[src/shared/kps_pkg.sv]
// Constants for the keypad scan result and column mask block.
// Assumes a 16-bit register port with 6-bit word addresses, page 1 layout.
package kps_pkg;
    localparam int KPS_ADDR_W = 6;
    localparam int KPS_DATA_W = 16;
    localparam int KPS_COLS = 6;
    localparam int KPS_ROWS = 5;
    localparam int KPS_KEYS = 30;
    localparam int KPS_KEY_W = 5;
    localparam int KPS_MAX_REPORT = 3;
    localparam int KPS_ERR_COUNT = 4;
    localparam logic [5:0] KPS_COL_RESULT_OFS = 6'h00;
    localparam logic [5:0] KPS_FULL_RESULT_OFS = 6'h01;
    localparam logic [5:0] KPS_KEY_MASK_LOW_OFS = 6'h01;
    localparam logic [5:0] KPS_KEY_MASK_HIGH_OFS = 6'h02;
    localparam logic [5:0] KPS_COL_MASK_OFS = 6'h03;
    localparam logic [5:0] KPS_TRIGGER_OFS = 6'h04;
    localparam int KPS_ERR_BIT = 15;
    localparam int KPS_THIRD_LSB = 10;
    localparam int KPS_SECOND_LSB = 5;
    localparam int KPS_FIRST_LSB = 0;
    localparam logic [4:0] KPS_ERR_KEY = 5'h1F;
    localparam logic [15:0] KPS_RESULT_RST = 16'h0000;
    localparam logic [5:0] KPS_COL_MASK_RST = 6'h00;
    localparam logic [29:0] KPS_KEY_MASK_RST = 30'h00000000;
endpackage

[src/rtl/kps_result.sv]
// Keypad scan result registers, column mask and host scan trigger.
// Assumes a debounced 30-key snapshot and a scan-done pulse on clk_i.
// Function
// - Column mask bits disable detection per column
// - Host mode: no scan until trigger command
// - Trigger starts scan in host mode, clears both results
// - Error bit15, keys third/second/first fields
// - Zero field means no key
// - Up to three keys fill fields in turn
// - First result uses column mask only
// - Second result uses column and key masks
// - Reading a result clears it
// - Key number is (col-1)*5+row
// - Start source bit selects host or key-press
// - Thirty key mask bits affect second only
`timescale 1ns/10ps
module kps_result
    import kps_pkg::*;
(
    input wire logic clk_i,
    input wire logic rst_n_i,
    input wire logic clk_en_i,
    input wire logic scan_start_source_i,
    input wire logic key_press_i,
    input wire logic [kps_pkg::KPS_KEYS-1:0] key_state_i,
    input wire logic scan_done_i,
    input wire logic wr_i,
    input wire logic rd_i,
    input wire logic [kps_pkg::KPS_ADDR_W-1:0] addr_i,
    input wire logic [kps_pkg::KPS_DATA_W-1:0] wdata_i,
    output logic [kps_pkg::KPS_DATA_W-1:0] rdata_o,
    output logic scan_start_o,
    output logic [kps_pkg::KPS_COLS-1:0] column_detect_mask_o
);
    import kps_pkg::*;

    logic [15:0] col_res_reg, col_res_next;
    logic [15:0] full_res_reg, full_res_next;
    logic [5:0] col_mask_reg, col_mask_next;
    logic [29:0] key_mask_reg, key_mask_next;
    logic [15:0] rdata_reg, rdata_next;
    logic start_reg, start_next;
    logic [29:0] keys_s1_reg, keys_s2_reg;
    logic press_s1_reg, press_s2_reg;
    logic [29:0] col_keys;
    logic [29:0] full_keys;
    logic trig_wr;

    // Column disable bits expanded to key bits, column-major order
    function automatic logic [29:0] col_expand(input logic [5:0] cm);
        logic [29:0] m;
        m = '0;
        for (int c = 0; c < KPS_COLS; c++) begin
            for (int r = 0; r < KPS_ROWS; r++) begin
                m[c*KPS_ROWS+r] = cm[c];
            end
        end
        return m;
    endfunction

    // Packs key numbers low-first; too many keys gives the error word
    function automatic logic [15:0] pack_keys(input logic [29:0] k);
        logic [15:0] w;
        logic [2:0] n;
        logic [3:0] tot;
        w = '0;
        n = '0;
        tot = '0;
        for (int i = 0; i < KPS_KEYS; i++) begin
            if (k[i]) begin
                if (tot != 4'hF) begin
                    tot = tot + 4'h1;
                end
                if (n < 3'(KPS_MAX_REPORT)) begin
                    // Key number i+1 is (col-1)*5+row
                    w[n*KPS_KEY_W +: KPS_KEY_W] = 5'(i + 1);
                    n = n + 3'h1;
                end
            end
        end
        // Exactly four is not called an error; a fourth key is just lost
        if (tot > 4'(KPS_ERR_COUNT)) begin
            w = {1'b1, KPS_ERR_KEY, KPS_ERR_KEY, KPS_ERR_KEY};
        end
        return w;
    endfunction

    assign col_keys = keys_s2_reg & ~col_expand(col_mask_reg);
    assign full_keys = col_keys & ~key_mask_reg;
    assign trig_wr = wr_i && addr_i == KPS_TRIGGER_OFS;

    always_comb begin
        col_res_next = col_res_reg;
        full_res_next = full_res_reg;
        col_mask_next = col_mask_reg;
        key_mask_next = key_mask_reg;
        rdata_next = rdata_reg;
        start_next = 1'b0;
        if (rd_i) begin
            unique case (addr_i)
                KPS_COL_RESULT_OFS: begin
                    rdata_next = col_res_reg;
                    col_res_next = KPS_RESULT_RST;
                end
                KPS_FULL_RESULT_OFS: begin
                    rdata_next = full_res_reg;
                    full_res_next = KPS_RESULT_RST;
                end
                KPS_COL_MASK_OFS: rdata_next = {10'h000, col_mask_reg};
                default: rdata_next = 16'h0000;
            endcase
        end
        if (wr_i) begin
            unique case (addr_i)
                KPS_KEY_MASK_LOW_OFS: key_mask_next[14:0] = wdata_i[14:0];
                KPS_KEY_MASK_HIGH_OFS: key_mask_next[29:15] = wdata_i[14:0];
                KPS_COL_MASK_OFS: col_mask_next = wdata_i[5:0];
                default: ;
            endcase
        end
        // Host mode waits for trigger; key-press mode starts by itself
        if (scan_start_source_i) begin
            start_next = trig_wr;
        end else begin
            start_next = press_s2_reg;
        end
        if (trig_wr) begin
            col_res_next = KPS_RESULT_RST;
            full_res_next = KPS_RESULT_RST;
        end
        // Fresh results win over a same-cycle read clear
        if (scan_done_i) begin
            col_res_next = pack_keys(col_keys);
            full_res_next = pack_keys(full_keys);
        end
    end

    always_ff @(posedge clk_i or negedge rst_n_i) begin
        if (!rst_n_i) begin
            col_res_reg <= KPS_RESULT_RST;
            full_res_reg <= KPS_RESULT_RST;
            col_mask_reg <= KPS_COL_MASK_RST;
            key_mask_reg <= KPS_KEY_MASK_RST;
            rdata_reg <= 16'h0000;
            start_reg <= 1'b0;
            keys_s1_reg <= '0;
            keys_s2_reg <= '0;
            press_s1_reg <= 1'b0;
            press_s2_reg <= 1'b0;
        end else if (clk_en_i) begin
            col_res_reg <= col_res_next;
            full_res_reg <= full_res_next;
            col_mask_reg <= col_mask_next;
            key_mask_reg <= key_mask_next;
            rdata_reg <= rdata_next;
            start_reg <= start_next;
            // Pins come from the matrix, so synchronise first
            keys_s1_reg <= key_state_i;
            keys_s2_reg <= keys_s1_reg;
            press_s1_reg <= key_press_i;
            press_s2_reg <= press_s1_reg;
        end
    end

    assign rdata_o = rdata_reg;
    assign scan_start_o = start_reg;
    assign column_detect_mask_o = col_mask_reg;

    // Start, clear, error, order and range checks; result words are checked whole and field by field
    trig_start_a: assert property (@(posedge clk_i) disable iff (!rst_n_i)
        clk_en_i && trig_wr && scan_start_source_i |=> scan_start_o)
        else $error("trigger did not start scan");

    host_wait_a: assert property (@(posedge clk_i) disable iff (!rst_n_i)
        clk_en_i && scan_start_source_i && !trig_wr |=> !scan_start_o)
        else $error("scan started without trigger");

    trig_clear_a: assert property (@(posedge clk_i) disable iff (!rst_n_i)
        clk_en_i && trig_wr && !scan_done_i |=>
        col_res_reg == 16'h0000 && full_res_reg == 16'h0000)
        else $error("trigger did not clear results");

    read_clear_a: assert property (@(posedge clk_i) disable iff (!rst_n_i)
        clk_en_i && rd_i && addr_i == KPS_COL_RESULT_OFS && !scan_done_i
        |=> col_res_reg == 16'h0000 && rdata_o == $past(col_res_reg))
        else $error("result read did not clear");

    full_subset_a: assert property (@(posedge clk_i) disable iff (!rst_n_i)
        clk_en_i && scan_done_i && key_mask_reg == '0 |=>
        full_res_reg == col_res_reg)
        else $error("key mask leaked with no mask set");

    col_mask_a: assert property (@(posedge clk_i) disable iff (!rst_n_i)
        clk_en_i && wr_i && addr_i == KPS_COL_MASK_OFS |=>
        column_detect_mask_o == $past(wdata_i[5:0]))
        else $error("column mask not written");

    err_fields_a: assert property (@(posedge clk_i) disable iff (!rst_n_i)
        col_res_reg[15] |-> col_res_reg[14:0] == 15'h7FFF)
        else $error("error flag without 31 fields");

    press_start_a: assert property (@(posedge clk_i) disable iff (!rst_n_i)
        clk_en_i && !scan_start_source_i && press_s2_reg |=> scan_start_o)
        else $error("key press did not start scan");

    mask_read_a: assert property (@(posedge clk_i) disable iff (!rst_n_i)
        clk_en_i && rd_i && addr_i == KPS_COL_MASK_OFS |=> rdata_o[15:6] == '0)
        else $error("column mask upper bits not zero");

    full_read_a: assert property (@(posedge clk_i) disable iff (!rst_n_i)
        clk_en_i && rd_i && addr_i == KPS_FULL_RESULT_OFS && !scan_done_i
        |=> full_res_reg == 16'h0000 && rdata_o == $past(full_res_reg))
        else $error("masked result read did not clear");

    unmapped_read_a: assert property (@(posedge clk_i) disable iff (!rst_n_i)
        clk_en_i && rd_i && addr_i > KPS_COL_MASK_OFS |=> rdata_o == 16'h0000)
        else $error("unmapped read not zero");

    rdata_hold_a: assert property (@(posedge clk_i) disable iff (!rst_n_i)
        !rd_i |=> $stable(rdata_o))
        else $error("read data moved without a read");

    // Clock enable low must freeze both results, both masks and the start output
    freeze_state_a: assert property (@(posedge clk_i) disable iff (!rst_n_i)
        !clk_en_i |=> $stable(col_res_reg) && $stable(full_res_reg) &&
        $stable(col_mask_reg) && $stable(key_mask_reg) && $stable(scan_start_o))
        else $error("state moved while clock enable low");

    key_low_wr_a: assert property (@(posedge clk_i) disable iff (!rst_n_i)
        clk_en_i && wr_i && addr_i == KPS_KEY_MASK_LOW_OFS |=>
        key_mask_reg[14:0] == $past(wdata_i[14:0]))
        else $error("low key mask not written");

    key_high_wr_a: assert property (@(posedge clk_i) disable iff (!rst_n_i)
        clk_en_i && wr_i && addr_i == KPS_KEY_MASK_HIGH_OFS |=>
        key_mask_reg[29:15] == $past(wdata_i[14:0]))
        else $error("high key mask not written");

    press_idle_a: assert property (@(posedge clk_i) disable iff (!rst_n_i)
        clk_en_i && !scan_start_source_i && !press_s2_reg |=> !scan_start_o)
        else $error("scan started with no key press");

    col_empty_a: assert property (@(posedge clk_i) disable iff (!rst_n_i)
        clk_en_i && scan_done_i && col_keys == '0 |=> col_res_reg == '0)
        else $error("result not zero with no key");

    full_empty_a: assert property (@(posedge clk_i) disable iff (!rst_n_i)
        clk_en_i && scan_done_i && full_keys == '0 |=> full_res_reg == '0)
        else $error("masked result not zero with all masked");

    col_err_set_a: assert property (@(posedge clk_i) disable iff (!rst_n_i)
        clk_en_i && scan_done_i && $countones(col_keys) > KPS_ERR_COUNT
        |=> col_res_reg == 16'hFFFF)
        else $error("too many keys not flagged");

    col_err_clr_a: assert property (@(posedge clk_i) disable iff (!rst_n_i)
        clk_en_i && scan_done_i && $countones(col_keys) <= KPS_ERR_COUNT
        |=> !col_res_reg[15])
        else $error("error flag with few keys");

    full_err_set_a: assert property (@(posedge clk_i) disable iff (!rst_n_i)
        clk_en_i && scan_done_i && $countones(full_keys) > KPS_ERR_COUNT
        |=> full_res_reg == 16'hFFFF)
        else $error("too many masked keys not flagged");

    full_err_clr_a: assert property (@(posedge clk_i) disable iff (!rst_n_i)
        clk_en_i && scan_done_i && $countones(full_keys) <= KPS_ERR_COUNT
        |=> !full_res_reg[15])
        else $error("masked error flag with few keys");

    col_three_a: assert property (@(posedge clk_i) disable iff (!rst_n_i)
        clk_en_i && scan_done_i && $countones(col_keys) == 3 |=> col_res_reg[14:10] != '0)
        else $error("third field empty with three keys");

    col_two_a: assert property (@(posedge clk_i) disable iff (!rst_n_i)
        clk_en_i && scan_done_i && $countones(col_keys) == 2 |=>
        col_res_reg[14:10] == '0 && col_res_reg[9:5] != '0)
        else $error("two keys not in first two fields");

    full_err_fields_a: assert property (@(posedge clk_i) disable iff (!rst_n_i)
        full_res_reg[15] |-> full_res_reg[14:0] == 15'h7FFF)
        else $error("masked error flag without 31 fields");

    col_pack_a: assert property (@(posedge clk_i) disable iff (!rst_n_i)
        !col_res_reg[15] && col_res_reg[4:0] == '0 |-> col_res_reg[14:5] == '0)
        else $error("result not packed low");

    full_pack_a: assert property (@(posedge clk_i) disable iff (!rst_n_i)
        !full_res_reg[15] && full_res_reg[4:0] == '0 |-> full_res_reg[14:5] == '0)
        else $error("masked result not packed low");

    // Fields rise from first to third, so a swap between filled fields shows at once
    col_order_a: assert property (@(posedge clk_i) disable iff (!rst_n_i)
        !col_res_reg[15] && col_res_reg[9:5] != '0 |-> col_res_reg[9:5] > col_res_reg[4:0]
        && (col_res_reg[14:10] == '0 || col_res_reg[14:10] > col_res_reg[9:5]))
        else $error("result fields out of order");

    full_order_a: assert property (@(posedge clk_i) disable iff (!rst_n_i)
        !full_res_reg[15] && full_res_reg[9:5] != '0 |-> full_res_reg[9:5] > full_res_reg[4:0]
        && (full_res_reg[14:10] == '0 || full_res_reg[14:10] > full_res_reg[9:5]))
        else $error("masked result fields out of order");

    col_range_a: assert property (@(posedge clk_i) disable iff (!rst_n_i)
        !col_res_reg[15] |-> col_res_reg[4:0] <= KPS_KEYS &&
        col_res_reg[9:5] <= KPS_KEYS && col_res_reg[14:10] <= KPS_KEYS)
        else $error("key number beyond thirty");

    full_range_a: assert property (@(posedge clk_i) disable iff (!rst_n_i)
        !full_res_reg[15] |-> full_res_reg[4:0] <= KPS_KEYS &&
        full_res_reg[9:5] <= KPS_KEYS && full_res_reg[14:10] <= KPS_KEYS)
        else $error("masked key number beyond thirty");

    result_write_a: assert property (@(posedge clk_i) disable iff (!rst_n_i)
        clk_en_i && wr_i && !rd_i && !scan_done_i && addr_i == KPS_COL_RESULT_OFS
        |=> $stable(col_res_reg))
        else $error("write changed the result register");
endmodule

[config.mk]
export PLATFORM = sky130hd
export DESIGN_NAME = kps_result
export DESIGN_NICKNAME = d
export VERILOG_FILES = /design/src/shared/kps_pkg.sv /design/src/rtl/kps_result.sv
export SDC_FILE = /design/constraint.sdc
export NUM_CORES = 1
export LEC_CHECK = 0
export CAP_MARGIN = 20
export CELL_PAD_IN_SITES_DETAIL_PLACEMENT = 1
export CELL_PAD_IN_SITES_GLOBAL_PLACEMENT = 1
export CORE_ASPECT_RATIO = 2
export CORE_UTILIZATION = 40
export DETAILED_ROUTE_END_ITERATION = 10
export DONT_BUFFER_PORTS = 1
export GPL_TIMING_DRIVEN = 0
export PLACE_DENSITY_LB_ADDON = 0.15
export REMOVE_ABC_BUFFERS = 1
export SYNTH_ARGS = -nofsm -noshare
export SYNTH_HDL_FRONTEND = slang
export SYNTH_SLANG_ARGS = --single-unit
[constraint.sdc]
create_clock -name clk_i -period 86.5 [get_ports clk_i]
set_input_delay 4.325 -clock clk_i [delete_from_list [all_inputs] [get_ports clk_i]]
set_output_delay 4.325 -clock clk_i [all_outputs]
set_load 0.02 [all_outputs]
# Word-level counts from Yosys, hierarchy flattened
# Index checks and enable logic that the tools add are counted.
# Widths: inputs -> output; s select.
[op_classes]
n_addsub = 172
multipliers = 58
magnitude_cmp = 60
n_eq_ne = 62
shifts = 116
muxes = 596
bitwise_logic = 4
n_reduce_logical = 11
[op_table]
columns = ["op", "count"]
rows = [
  ["$mux 16", 182],
  ["$neg 6->34", 58],
  ["$shift 5x34->16 const A", 58],
  ["$shiftx 5x34->16 const A", 58],
  ["$bwmux 16", 58],
  ["$mux 4", 176],
  ["$mux 3", 170],
  ["$mul 3x3->6 const B", 58],
  ["$add 4x1->4 const B", 58],
  ["$ne 4x4->1 const B", 58],
  ["$lt 3x2->1 const B", 58],
  ["$add 3x1->3 const B", 56],
  ["$and 30x30->30", 2],
  ["$not 30->30", 2],
  ["$pmux 16 s3", 1],
  ["$reduce_and 3->1", 5],
  ["$eq 6x2->1 const B", 2],
  ["$mux 5", 2],
  ["$reduce_bool 3->1", 3],
  ["$gt 4x3->1 const B", 2],
  ["$mux 1", 7],
  ["$eq 6x1->1 const B", 1],
  ["$eq 6x3->1 const B", 1],
  ["$logic_not 6->1", 1],
  ["other kinds (2)", 2],
]
[word_totals]
ff_bits = 147
inputBits = 60
output_inout_bits = 23

# Depth between registers and ports, before layout
# Gate-level depths: netlist of the first run.
[depth]
word_depth = 125
depth_mapped = 150
ltp_nobuf = 142

# Worst setup path after synthesis of the first run
# Ideal clock, no wire load.
[synth_timing]
kind = "reg-to-reg"
start = "register col_mask_reg[0] (netlist: column_detect_mask_o[0])"
end = "register full_res_reg[11]"
arrival_ns = 28.433
path_slack_ns = 57.927
stages_incl_launch_ff = 138
path_buffers = 10
period_less_slack_ns = 28.573
cell_sequence = "dfrtp_1 -> buf_4 -> buf_4 -> buf_4 -> clkbuf_1 -> nor2b_1 -> inv_1 -> nor2_1 -> ha_1 -> clkbuf_1 -> xnor2_1 -> inv_1 -> clkbuf_1 -> ha_1 -> or3b_2 -> nand2_1 -> ha_1 -> nor2_1 -> [102 not listed] -> o31a_1 -> mux2_2 -> ha_1 -> and3_1 -> a21oi_2 -> xnor2_1 -> inv_1 -> ha_1 -> o211ai_2 -> o31ai_4 -> xnor2_1 -> inv_1 -> ha_1 -> o21ai_1 -> or4b_1 -> o21ai_2 -> buf_6 -> a31oi_1"
[synth_via]
elab_chain_cells = 125
[synth_lines]
columns = ["element", "line", "source"]
rows = [
  ["from (decl)", "kps_result.sv:39", "logic [5:0] col_mask_reg, col_mask_next;"],
  ["from (signal assigned)", "kps_result.sv:153", "col_mask_reg <= col_mask_next;"],
  ["$not 30->30 (*)", "kps_result.sv:88", "assign col_keys = keys_s2_reg & ~col_expand(col_mask_reg);"],
  ["$and 30x30->30 (*)", "kps_result.sv:88", ""],
  ["$and 30x30->30 (*)", "kps_result.sv:89", "assign full_keys = col_keys & ~key_mask_reg;"],
  ["parallel branches: the longest is 120 deep, another holds $add 4x1->4", "-", ""],
  ["$mux 16 (*)", "kps_result.sv:82", "if (tot > 4'(KPS_ERR_COUNT)) begin"],
  ["$mux 16 (*)", "kps_result.sv:132", "if (scan_done_i) begin"],
  ["to (signal assigned)", "kps_result.sv:152", "full_res_reg <= full_res_next;"],
  ["to (decl)", "kps_result.sv:38", "logic [15:0] full_res_reg, full_res_next;"],
]
# Every way passes the cells marked *. The select of a mux whose other input is x is not followed.
# A chain may end at the register's enable or synchronous reset.

# Worst setup path in the final report of the first run
[layout_timing]
start = "register col_mask_reg[0] (netlist: column_detect_mask_o[0])"
end = "register full_res_reg[2]"
# Same word-level chain as after synthesis.

==> run_results.csv, run 1 <==
group,metric,value,unit
drt,routedWlPerCell,23.38,um
floorplan,die_area,55050,sq um
clocking,h-tree-depth,4,
global_route,met2_usage,0.5886,
critical_path,cp.arrival,34.11,ns
floorplan,row_count,120,
flow_run,drv_cap,0,
clocking,cts_tree,"yes",
placement,place.gp.congestion,0.9317,
clocking,post_cts.repair.setup_buffers,0,
drt,drc,4,
logic_synthesis,synthCells,2948,
sta,finClkSkew,0.02586,ns
clocking,hold_buffers,0,
clocking,numCtsBuffers,25,
worst_hold_path,min-delay-start,"col_res_reg[15]",
floorplan,dieHeight,330.8,um
global_route,antenna_found_initial,1,
sta,rsz0062_at_grt,"no",
cells_and_area,syn_to_final_growth,5.150,%
global_route,use_met3,0.04039,
sta,max_freq,0.02959,GHz
global_route,grt_pass1_wl,129600,um
drt,drt_pass1_iterations,8,
critical_path,worstPathRequired,86.81,ns
run_status,violations,"design-rule violations",
critical_path,crit_path_frequent_cell,"ha_1",
logic_synthesis,synthTopCellsByArea,"dfrtp_1, mux2_2, nor2_1",
clocking,clockBufferDepth,3,
logic_synthesis,synth_seq_cells,147,
critical_path,worstReg2RegStart,"column_detect_mask_o[0]",
clocking,path_clk_slew,0.07,ns
sta,maxSlewViolCount,0,
drt,totalWireLength,81770,um
floorplan,design.core.area,53450,sq um
critical_path,cp-end-kind,"register",
sta,setup_tns,0,ns
placement,dp_hpwl,65920,um
sta,min_period_over_period,0.3907,
clocking,cts_resized,0,
logic_synthesis,synth_ff_type,"dfrtp_1",
critical_path,slowest_delay,0.80,ns
global_route,grtUsageTotal,0.2924,
global_route,grt.met1_usage,0.2818,
logic_synthesis,synth-edff-count,0,
critical_path,cp_slowest_cell,"dfrtp_1",
critical_path,critPathKind,"register to register",
global_route,grt_pass1_vias,24309,
critical_path,cp_max_fo,16,
logic_synthesis,synth.most_common_cell,"nor2_1",
sta,worstMarginPinSlew,1.122,ns
worst_hold_path,holdCritPathClass,"register to register",
sta,setup_viol,0,
placement,io_buffers,0,
cells_and_area,post_route_cells_drive_above_1_share,0.1072,
global_route,top_usage_layer,"met2",
drt,vias_per_cell,6.634,
cells_and_area,final_nets,2945,
sta,maxSlewHeadroom,0.2506,
logic_synthesis,synth_top_area_cell,"dfrtp_1",
sta,min_period,33.79,ns
floorplan,initial_core_util,0.4045,
drt,ant_nets,0,
logic_synthesis,synth_top_area_frac,0.1701,
drt,vias,23206,
logic_synthesis,yosys_warnings,0,
floorplan,pin_count,83,
clocking,clk-insertion-delay-late,0.52,ns
critical_path,worst_r2r_path_depth,132,
cells_and_area,antenna_cells,0,
logic_synthesis,yosys.cell_types.count,128,
logic_synthesis,netlist_area,21620,sq um
run_status,status,"finished, violations left",
logic_synthesis,synth.avg_cell_area,7.334,sq um
worst_hold_path,holdPathStages,1,
drt,drt_iter0_drc,1106,
critical_path,start_kind,"register",
critical_path,startpoint,"column_detect_mask_o[0]",
logic_synthesis,synthTopCellsByCount,"nor2_1, nand2_1, a21oi_1",
logic_synthesis,synth-async-reset-ratio,1.000,
logic_synthesis,ys_seq_area_frac,0.1701,
sta,finalHoldViolations,0,
global_route,grt_max_degree,148,
clocking,root_buffer,"clkbuf_16",
floorplan,die_w,166.4,um
global_route,grt_overflow,0,
clocking,clock-sinks,147,
==> final cells by class <==
cell class / count / area, sq um
multi-input combinational: 2535 / 16920
inverter: 83 / 311.5
clock buffer: 30 / 664.4
clock inverter: 2 / 60.06
fill: 6681 / 30720
sequential: 147 / 3679
timing repair buffer: 30 / 265.3
tap: 671 / 839.6
==> through the flow <==
step	hold WS [ns]	instances	util	worst slack (ns)	cell area [sq um]
after floorplan	0.4490	2765	-	57.81	20900
after global placement	0.4648	3436	0.4066	52.24	21730
after detailed placement	0.4669	3456	0.4103	52.78	21930
after CTS	0.4880	3488	0.4238	52.59	22650
after global routing	0.5016	3498	0.4254	49.88	22740
final	0.4871	3498	0.4254	52.71	22740
==> path summary, 6_finish.rpt <==
check | to | slack [ns]
worst max-delay path | full_res_reg[2] | 52.71
worst min-delay path | col_res_reg[15] | 0.49
worst max register to register | full_res_reg[2] | 52.71
worst min register to register | col_res_reg[15] | 0.49
max in group asynchronous | keys_s1_reg[2] | 82.58
min in group asynchronous | rdata_o[1] | 3.51
==> layer usage <==
layer	wire, um	vias to the layer above
li1	-	10850
met1	29260	11650
met2	45400	468
met3	2910	236
met4	4142	2
met5	61	-
==> cell families after synthesis <==
group           share of synthesized area
simple gates                       0.2631
buf+inv                           0.04803
fa+ha+maj                         0.03738
mux                                0.1141
flops                              0.1701
xor+xnor                          0.04369
compound gates                     0.3235
==> worst max-delay path, delay by kind of cell (launching register included) <==
family / cells / cell delay [ns]
compound gates: 32 / 7.64
buf+inv: 17 / 1.81
simple gates: 36 / 8.43
fa+ha+maj: 26 / 7.69
flops: 1 / 0.80
xor+xnor: 12 / 3.92
mux: 9 / 3.21
==> cells in the final DEF, fill, tap and decap left out, types with 25 or more instances in the layout <==
master / instances
nor2_1: 301
nand2_1: 275
a21oi_1: 226
o21ai_0: 198
mux2_2: 151
dfrtp_1: 147
nor3_1: 94
nand3_1: 87
inv_1: 82
xnor2_1: 75
nand2b_1: 70
mux2i_1: 69
ha_1: 63
a31oi_1: 60
and2_1: 49
a211oi_1: 49
nor2b_1: 40
o211ai_1: 39
o22ai_1: 38
a21o_1: 30
o21a_1: 30
o21ai_1: 25
clkbuf_16: 25
Power of run 1 is not shown: default switching activity piles up to over one toggle a cycle in this logic, so the estimate is an artifact.
==> run 2, diff against run 1 <==
--- a/config.mk
+++ b/config.mk
@@ -5,6 +5,7 @@
 export SDC_FILE = /design/constraint.sdc
 export NUM_CORES = 1
 export LEC_CHECK = 0
+export ABC_AREA = 1
 export CAP_MARGIN = 20
 export CELL_PAD_IN_SITES_DETAIL_PLACEMENT = 1
 export CELL_PAD_IN_SITES_GLOBAL_PLACEMENT = 1
==> constraint.sdc (replaced) <==
create_clock -name clk_i -period 34 [get_ports clk_i]
set_input_delay 1.7 -clock clk_i [delete_from_list [all_inputs] [get_ports clk_i]]
set_output_delay 1.7 -clock clk_i [all_outputs]
set_load 0.02 [all_outputs]
==> run 2 against run 1 <==
The run now ends clean. Register-to-register slack got worse by 42 ns. Highest routed layer is now met4. Count of clock-buffer cells in the layout decreased by 12. Critical path type unchanged. Critical endpoint is now col_res_reg[8]. Hold slack got worse by 0.0057 ns. Non-clock buffer count decreased by 25. Die area is 14% lower. First-iteration DRC count fell by 30%.
==> run_results.csv, run 2 <==
group,metric,value,unit
critical_path,cp.arrival,23.83,ns
logic_synthesis,synth_seq_cells,147,
sta,maxSlewViolCount,0,
clocking,root_buffer,"clkbuf_16",
logic_synthesis,synth-edff-count,0,
drt,drc,0,
cells_and_area,design_area,19770,sq um
flow_run,drv_cap,0,
clocking,cts_tree,"yes",
sta,finClkSkew,0.01353,ns
power,p_total,2.215,mW
global_route,grtUsageTotal,0.2742,
logic_synthesis,yosys_warnings,0,
cells_and_area,fillCellCount,6394,
clocking,clock-sinks,147,
global_route,grt_pass1_wl,104700,um
critical_path,worstReg2RegStart,"column_detect_mask_o[0]",
drt,ant_nets,0,
sta,finalHoldViolations,0,
placement,pre_cts_slack,10.41,ns
worst_hold_path,min-delay-start,"keys_s1_reg[16]",
drt,totalWireLength,63700,um
clocking,h-tree-depth,4,
power,peakVddDrop,65.42,uV
global_route,grt_overflow,0,
global_route,antenna_found_initial,0,
sta,maxSlewHeadroom,0.3009,
clocking,path_clk_slew,0.07,ns
clocking,post_cts.repair.setup_buffers,0,
global_route,grt_max_degree,148,
placement,place_area,19170,sq um
logic_synthesis,synthTopCellsByArea,"dfrtp_1, nand2_1, nand3_1",
sta,min_period,23.51,ns
floorplan,pin_count,83,
power,leakagePower,10.18,nW
sta,setup_viol,0,
floorplan,die_w,154.8,um
floorplan,dieHeight,307.6,um
clocking,cts_resized,0,
logic_synthesis,synth-async-reset-ratio,1.000,
floorplan,row_count,111,
floorplan,design.core.area,45970,sq um
cells_and_area,stdcell_count,3723,
placement,dpl.cell_count,3690,
sta,fin_ws,10.49,ns
critical_path,worstPathRequired,34.32,ns
critical_path,critPathKind,"register to register",
placement,place.gp.congestion,0.9259,
logic_synthesis,netlist_area,18680,sq um
placement,io_buffers,0,
logic_synthesis,synthCells,3122,
sta,rsz0062_at_grt,"no",
critical_path,cp-end-kind,"register",
cells_and_area,final_cell_mix,"nand2_1, inv_1, nand3_1",
clocking,clockBufferDepth,2,
logic_synthesis,synth.most_common_cell,"nand2_1",
critical_path,slowest_delay,0.73,ns
sta,max_freq,0.04254,GHz
floorplan,die_area,47610,sq um
floorplan,initial_core_util,0.4063,
logic_synthesis,ys_seq_area_frac,0.1970,
critical_path,start_kind,"register",
cells_and_area,final_common_cell,"nand2_1",
drt,drt_pass1_iterations,5,
sta,min_period_over_period,0.6914,
drt,routedWlPerCell,17.11,um
clocking,numCtsBuffers,17,
cells_and_area,syn_to_final_growth,5.862,%
logic_synthesis,yosys.cell_types.count,72,
sta,whs,0.4814,ns
sta,worstMarginPinSlew,1.045,ns
logic_synthesis,synth_ff_type,"dfrtp_1",
logic_synthesis,synth.avg_cell_area,5.982,sq um
sta,setup_tns,0,ns
cells_and_area,final_nets,3212,
placement,dp_hpwl,53260,um
worst_hold_path,holdCritPathClass,"register to register",
run_status,status,"complete, no violations",
clocking,hold_buffers,0,
cells_and_area,post_route_cells_drive_above_1_share,0.1547,
drt,vias,20427,
drt,drt_iter0_drc,774,
critical_path,cp_slowest_cell,"dfrtp_1",
logic_synthesis,synthTopCellsByCount,"nand2_1, inv_1, nand3_1",
cells_and_area,antenna_cells,0,
logic_synthesis,synth_top_area_cell,"dfrtp_1",
cells_and_area,final_util,0.4301,
power,powerDensity,112.0,nW/um^2
clocking,clk-insertion-delay-late,0.46,ns
critical_path,startpoint,"column_detect_mask_o[0]",
critical_path,crit_path_frequent_cell,"nand2_1",
drt,vias_per_cell,5.487,
global_route,grt_pass1_vias,22128,
logic_synthesis,synth_top_area_frac,0.1970,
critical_path,cp_max_fo,16,
run 2: cell count changes in the layout (fill, tap and decap cells not counted), moves of 121 or more:
cell | before | now
nand2_1 | 275 | 830
inv_1 | 82 | 407
nand3_1 | 87 | 317
nand2_2 | 0 | 223
a21oi_1 | 226 | 92
mux2_2 | 151 | 30
run 2: logic make-up after synthesis:
kind of cell,share of synthesized area
flip-flops,0.1970
adder cells (fa/ha/maj),0.04221
multiplexers,0.01809
AO/OA/AOI/OAI,0.1454
AND/OR/NAND/NOR,0.4852
buffers and inverters,0.1121
run 2: power breakdown:
group / switching [mW] / internal (mW)
clock: 0.0893 / 0.110
combinational: 1.21 / 0.575
sequential: 0.0233 / 0.206
run 2: path summary, 6_finish.rpt:
path,to,slack (ns),depth (start not counted)
setup / recovery,col_res_reg[8],10.49,180
min in group asynchronous,keys_s2_reg[24],0.94,0
hold / removal,keys_s2_reg[16],0.48,2
hold reg to reg,keys_s2_reg[16],0.48,2
setup reg to reg,col_res_reg[8],10.49,180
max in group asynchronous,key_mask_reg[5],32.82,0
run 2: worst max-delay path, delay by kind of cell (launching register included):
family | cells | cell delay [ns]
adder cells (fa/ha/maj) | 28 | 6.04
AO/OA/AOI/OAI | 5 | 0.87
AND/OR/NAND/NOR | 121 | 13.70
buffers and inverters | 26 | 1.95
flip-flops | 1 | 0.73
run 2: cell type report:
cell class	count	area, sq um	share of cell area
Multi-Input combinational cell	2448	12900	0.6527
Clock buffer	18	429.2	0.02171
Inverter	470	1772	0.08961
Timing Repair Buffer	5	43.79	0.002215
Clock inverter	14	166.4	0.008417
Tap cell	621	777.0	0.03930
Sequential cell	147	3679	0.1861
run 2: per-layer routing:
| layer | global-route usage | routed length, um |
|---|---|---|
| met3 | 0.03096 | 1709 |
| met2 | 0.5746 | 36660 |
| met4 | 0.1356 | 2917 |
| met5 | 0 | 0 |
| met1 | 0.2510 | 22410 |
(Power assumes the default switching activity.)
==> run 3, diff against run 2 <==
==> constraint.sdc (replaced) <==
create_clock -name clk_i -period 21.1 [get_ports clk_i]
set_input_delay 1.055 -clock clk_i [delete_from_list [all_inputs] [get_ports clk_i]]
set_output_delay 1.055 -clock clk_i [all_outputs]
set_load 0.02 [all_outputs]
==> run 3 against run 2 <==
Combinational power is 120% higher. Global-route usage is 0.77 points higher. Sequential share of layout area is 2.2 points lower. Largest cell class unchanged.
==> run_results.csv, run 3 (same netlist as run 2, synthesis figures left out) <==
group,metric,value,unit
run_status,status,"complete, no violations",
placement,dp_hpwl,53260,um
floorplan,design.core.area,45970,sq um
cells_and_area,final_common_cell,"nand2_1",
floorplan,pin_count,83,
global_route,top_usage_layer,"met2",
global_route,use_met3,0.03096,
critical_path,cp_slowest_cell,"dfrtp_4",
clocking,path_clk_slew,0.07,ns
floorplan,row_count,111,
clocking,root_buffer,"clkbuf_16",
global_route,met2_usage,0.5918,
cells_and_area,final_nets,3378,
floorplan,initial_core_util,0.4063,
sta,min_period_over_period,0.9591,
sta,worstMarginPinSlew,1.190,ns
drt,routedWlPerCell,17.95,um
sta,maxSlewHeadroom,0.2039,
drt,drt_pass1_iterations,5,
drt,ant_nets,0,
clocking,clockBufferDepth,2,
placement,dpl.cell_count,3690,
worst_hold_path,holdCritPathClass,"input port to asynchronous set/reset pin",
critical_path,rrSetupSlack,0.86,ns
placement,place.gp.congestion,0.9259,
critical_path,worstReg2RegStart,"column_detect_mask_o[0]",
cells_and_area,antenna_cells,0,
floorplan,dieHeight,307.6,um
power,leakagePower,11.12,nW
cells_and_area,stdcell_count,3889,
drt,drt_iter0_drc,749,
global_route,grt.met1_usage,0.2547,
drt,drc,0,
cells_and_area,fillCellCount,6230,
global_route,grtUsageTotal,0.2819,
critical_path,cp_max_fo,8,
drt,vias_per_cell,5.519,
sta,setup_viol,0,
clocking,numCtsBuffers,17,
clocking,h-tree-depth,4,
sta,min_period,20.24,ns
critical_path,worst_r2r_path_depth,191,
critical_path,crit_path_frequent_cell,"nand2_2",
critical_path,critPathKind,"register to register",
critical_path,start_kind,"register",
clocking,clock-sinks,147,
placement,io_buffers,0,
global_route,antenna_found_initial,0,
power,powerDensity,205.7,nW/um^2
global_route,grt_pass1_wl,107500,um
clocking,cts_tree,"yes",
clocking,clk-insertion-delay-late,0.47,ns
cells_and_area,post_route_cells_drive_above_1_share,0.2641,
clocking,hold_buffers,0,
flow_run,drv_cap,0,
critical_path,reg2reg_to,"full_res_reg[4]",
global_route,grt_max_degree,148,
sta,maxSlewViolCount,0,
sta,finClkSkew,0.01780,ns
floorplan,die_w,154.8,um
sta,max_freq,0.04941,GHz
sta,whs,0.2941,ns
power,peakVddDrop,120.7,uV
critical_path,cp-end-kind,"register",
drt,vias,21465,
cells_and_area,syn_to_final_growth,19.82,%
drt,totalWireLength,69820,um
cells_and_area,final_cell_mix,"nand2_1, inv_1, nor2_1",
floorplan,die_area,47610,sq um
critical_path,cp.arrival,20.58,ns
sta,finalHoldViolations,0,
critical_path,slowest_delay,0.63,ns
critical_path,worstPathRequired,21.44,ns
global_route,grt_overflow,0,
global_route,grt_pass1_vias,22671,
[run 3: worst max path at each step]
stage | cells after the start | startpoint | slack, ns | endpoint
6_report | 191 | column_detect_mask_o[0] | 0.86 | full_res_reg[4]
5_1_grt | 192 | column_detect_mask_o[0] | -0.51 | full_res_reg[1]
4_1_cts | 180 | column_detect_mask_o[0] | 0.005 | col_res_reg[5]
3_5_place_dp | 180 | column_detect_mask_o[0] | -2.49 | col_res_reg[11]
3_3_place_gp | 180 | column_detect_mask_o[0] | -1.16 | col_res_reg[8]
2_1_floorplan | 180 | column_detect_mask_o[0] | 2.12 | col_res_reg[10]
[run 3: final cells by class]
cell class	instances	area [sq um]	share of cell area
multi-input cells	2450	14260	0.6372
repair buffers	169	1287	0.05753
inverters	470	1777	0.07940
well taps	621	777.0	0.03472
flip-flops and latches	147	3682	0.1646
clock inverters	14	166.4	0.007436
clock buffers	18	429.2	0.01918
[run 3: critical path, delay by kind of cell, from the launching register on]
kind                       cells  cell delay [ns]
buffers and inverters         33             2.16
and+or+nand+nor              128            12.09
AOI/OAI and AO/OA              2             0.24
DFF                            1             0.63
adders and majority gates     28             4.93
[run 3: timing repair]
action                                  in CTS  in global routing
endpoints found under the setup margin      32                 32
cloned                                       2                  0
gates resized for setup                    125                199
pin swaps                                   58                160
buffers inserted                            51                112
[run 3: metal layers]
metal / part of all wire / up-vias
li1: - / 10413
met1: 0.34 / 10460
met2: 0.58 / 375
met3: 0.026 / 217
met4: 0.052 / 0
met5: 0 / -
[run 3: report_power, final]
group,internal (mW),switching (mW)
Sequential,0.332,0.0380
Clock,0.178,0.146
Combinational,1.47,2.44
[run 3: per-stage QoR]
stage	util	setup slack [ns]	cell area (sq um)	power (mW)	TNS, ns
after global placement	0.4162	-1.163	19130	3.082	-31.06
after global routing	0.4868	-0.5056	22380	5.034	-13.18
after CTS	0.4494	0.005150	20660	3.941	0
after detailed placement	0.4170	-2.485	19170	3.236	-68.01
final	0.4868	0.8621	22380	4.604	0
after floorplan	-	2.121	18360	2.619	0
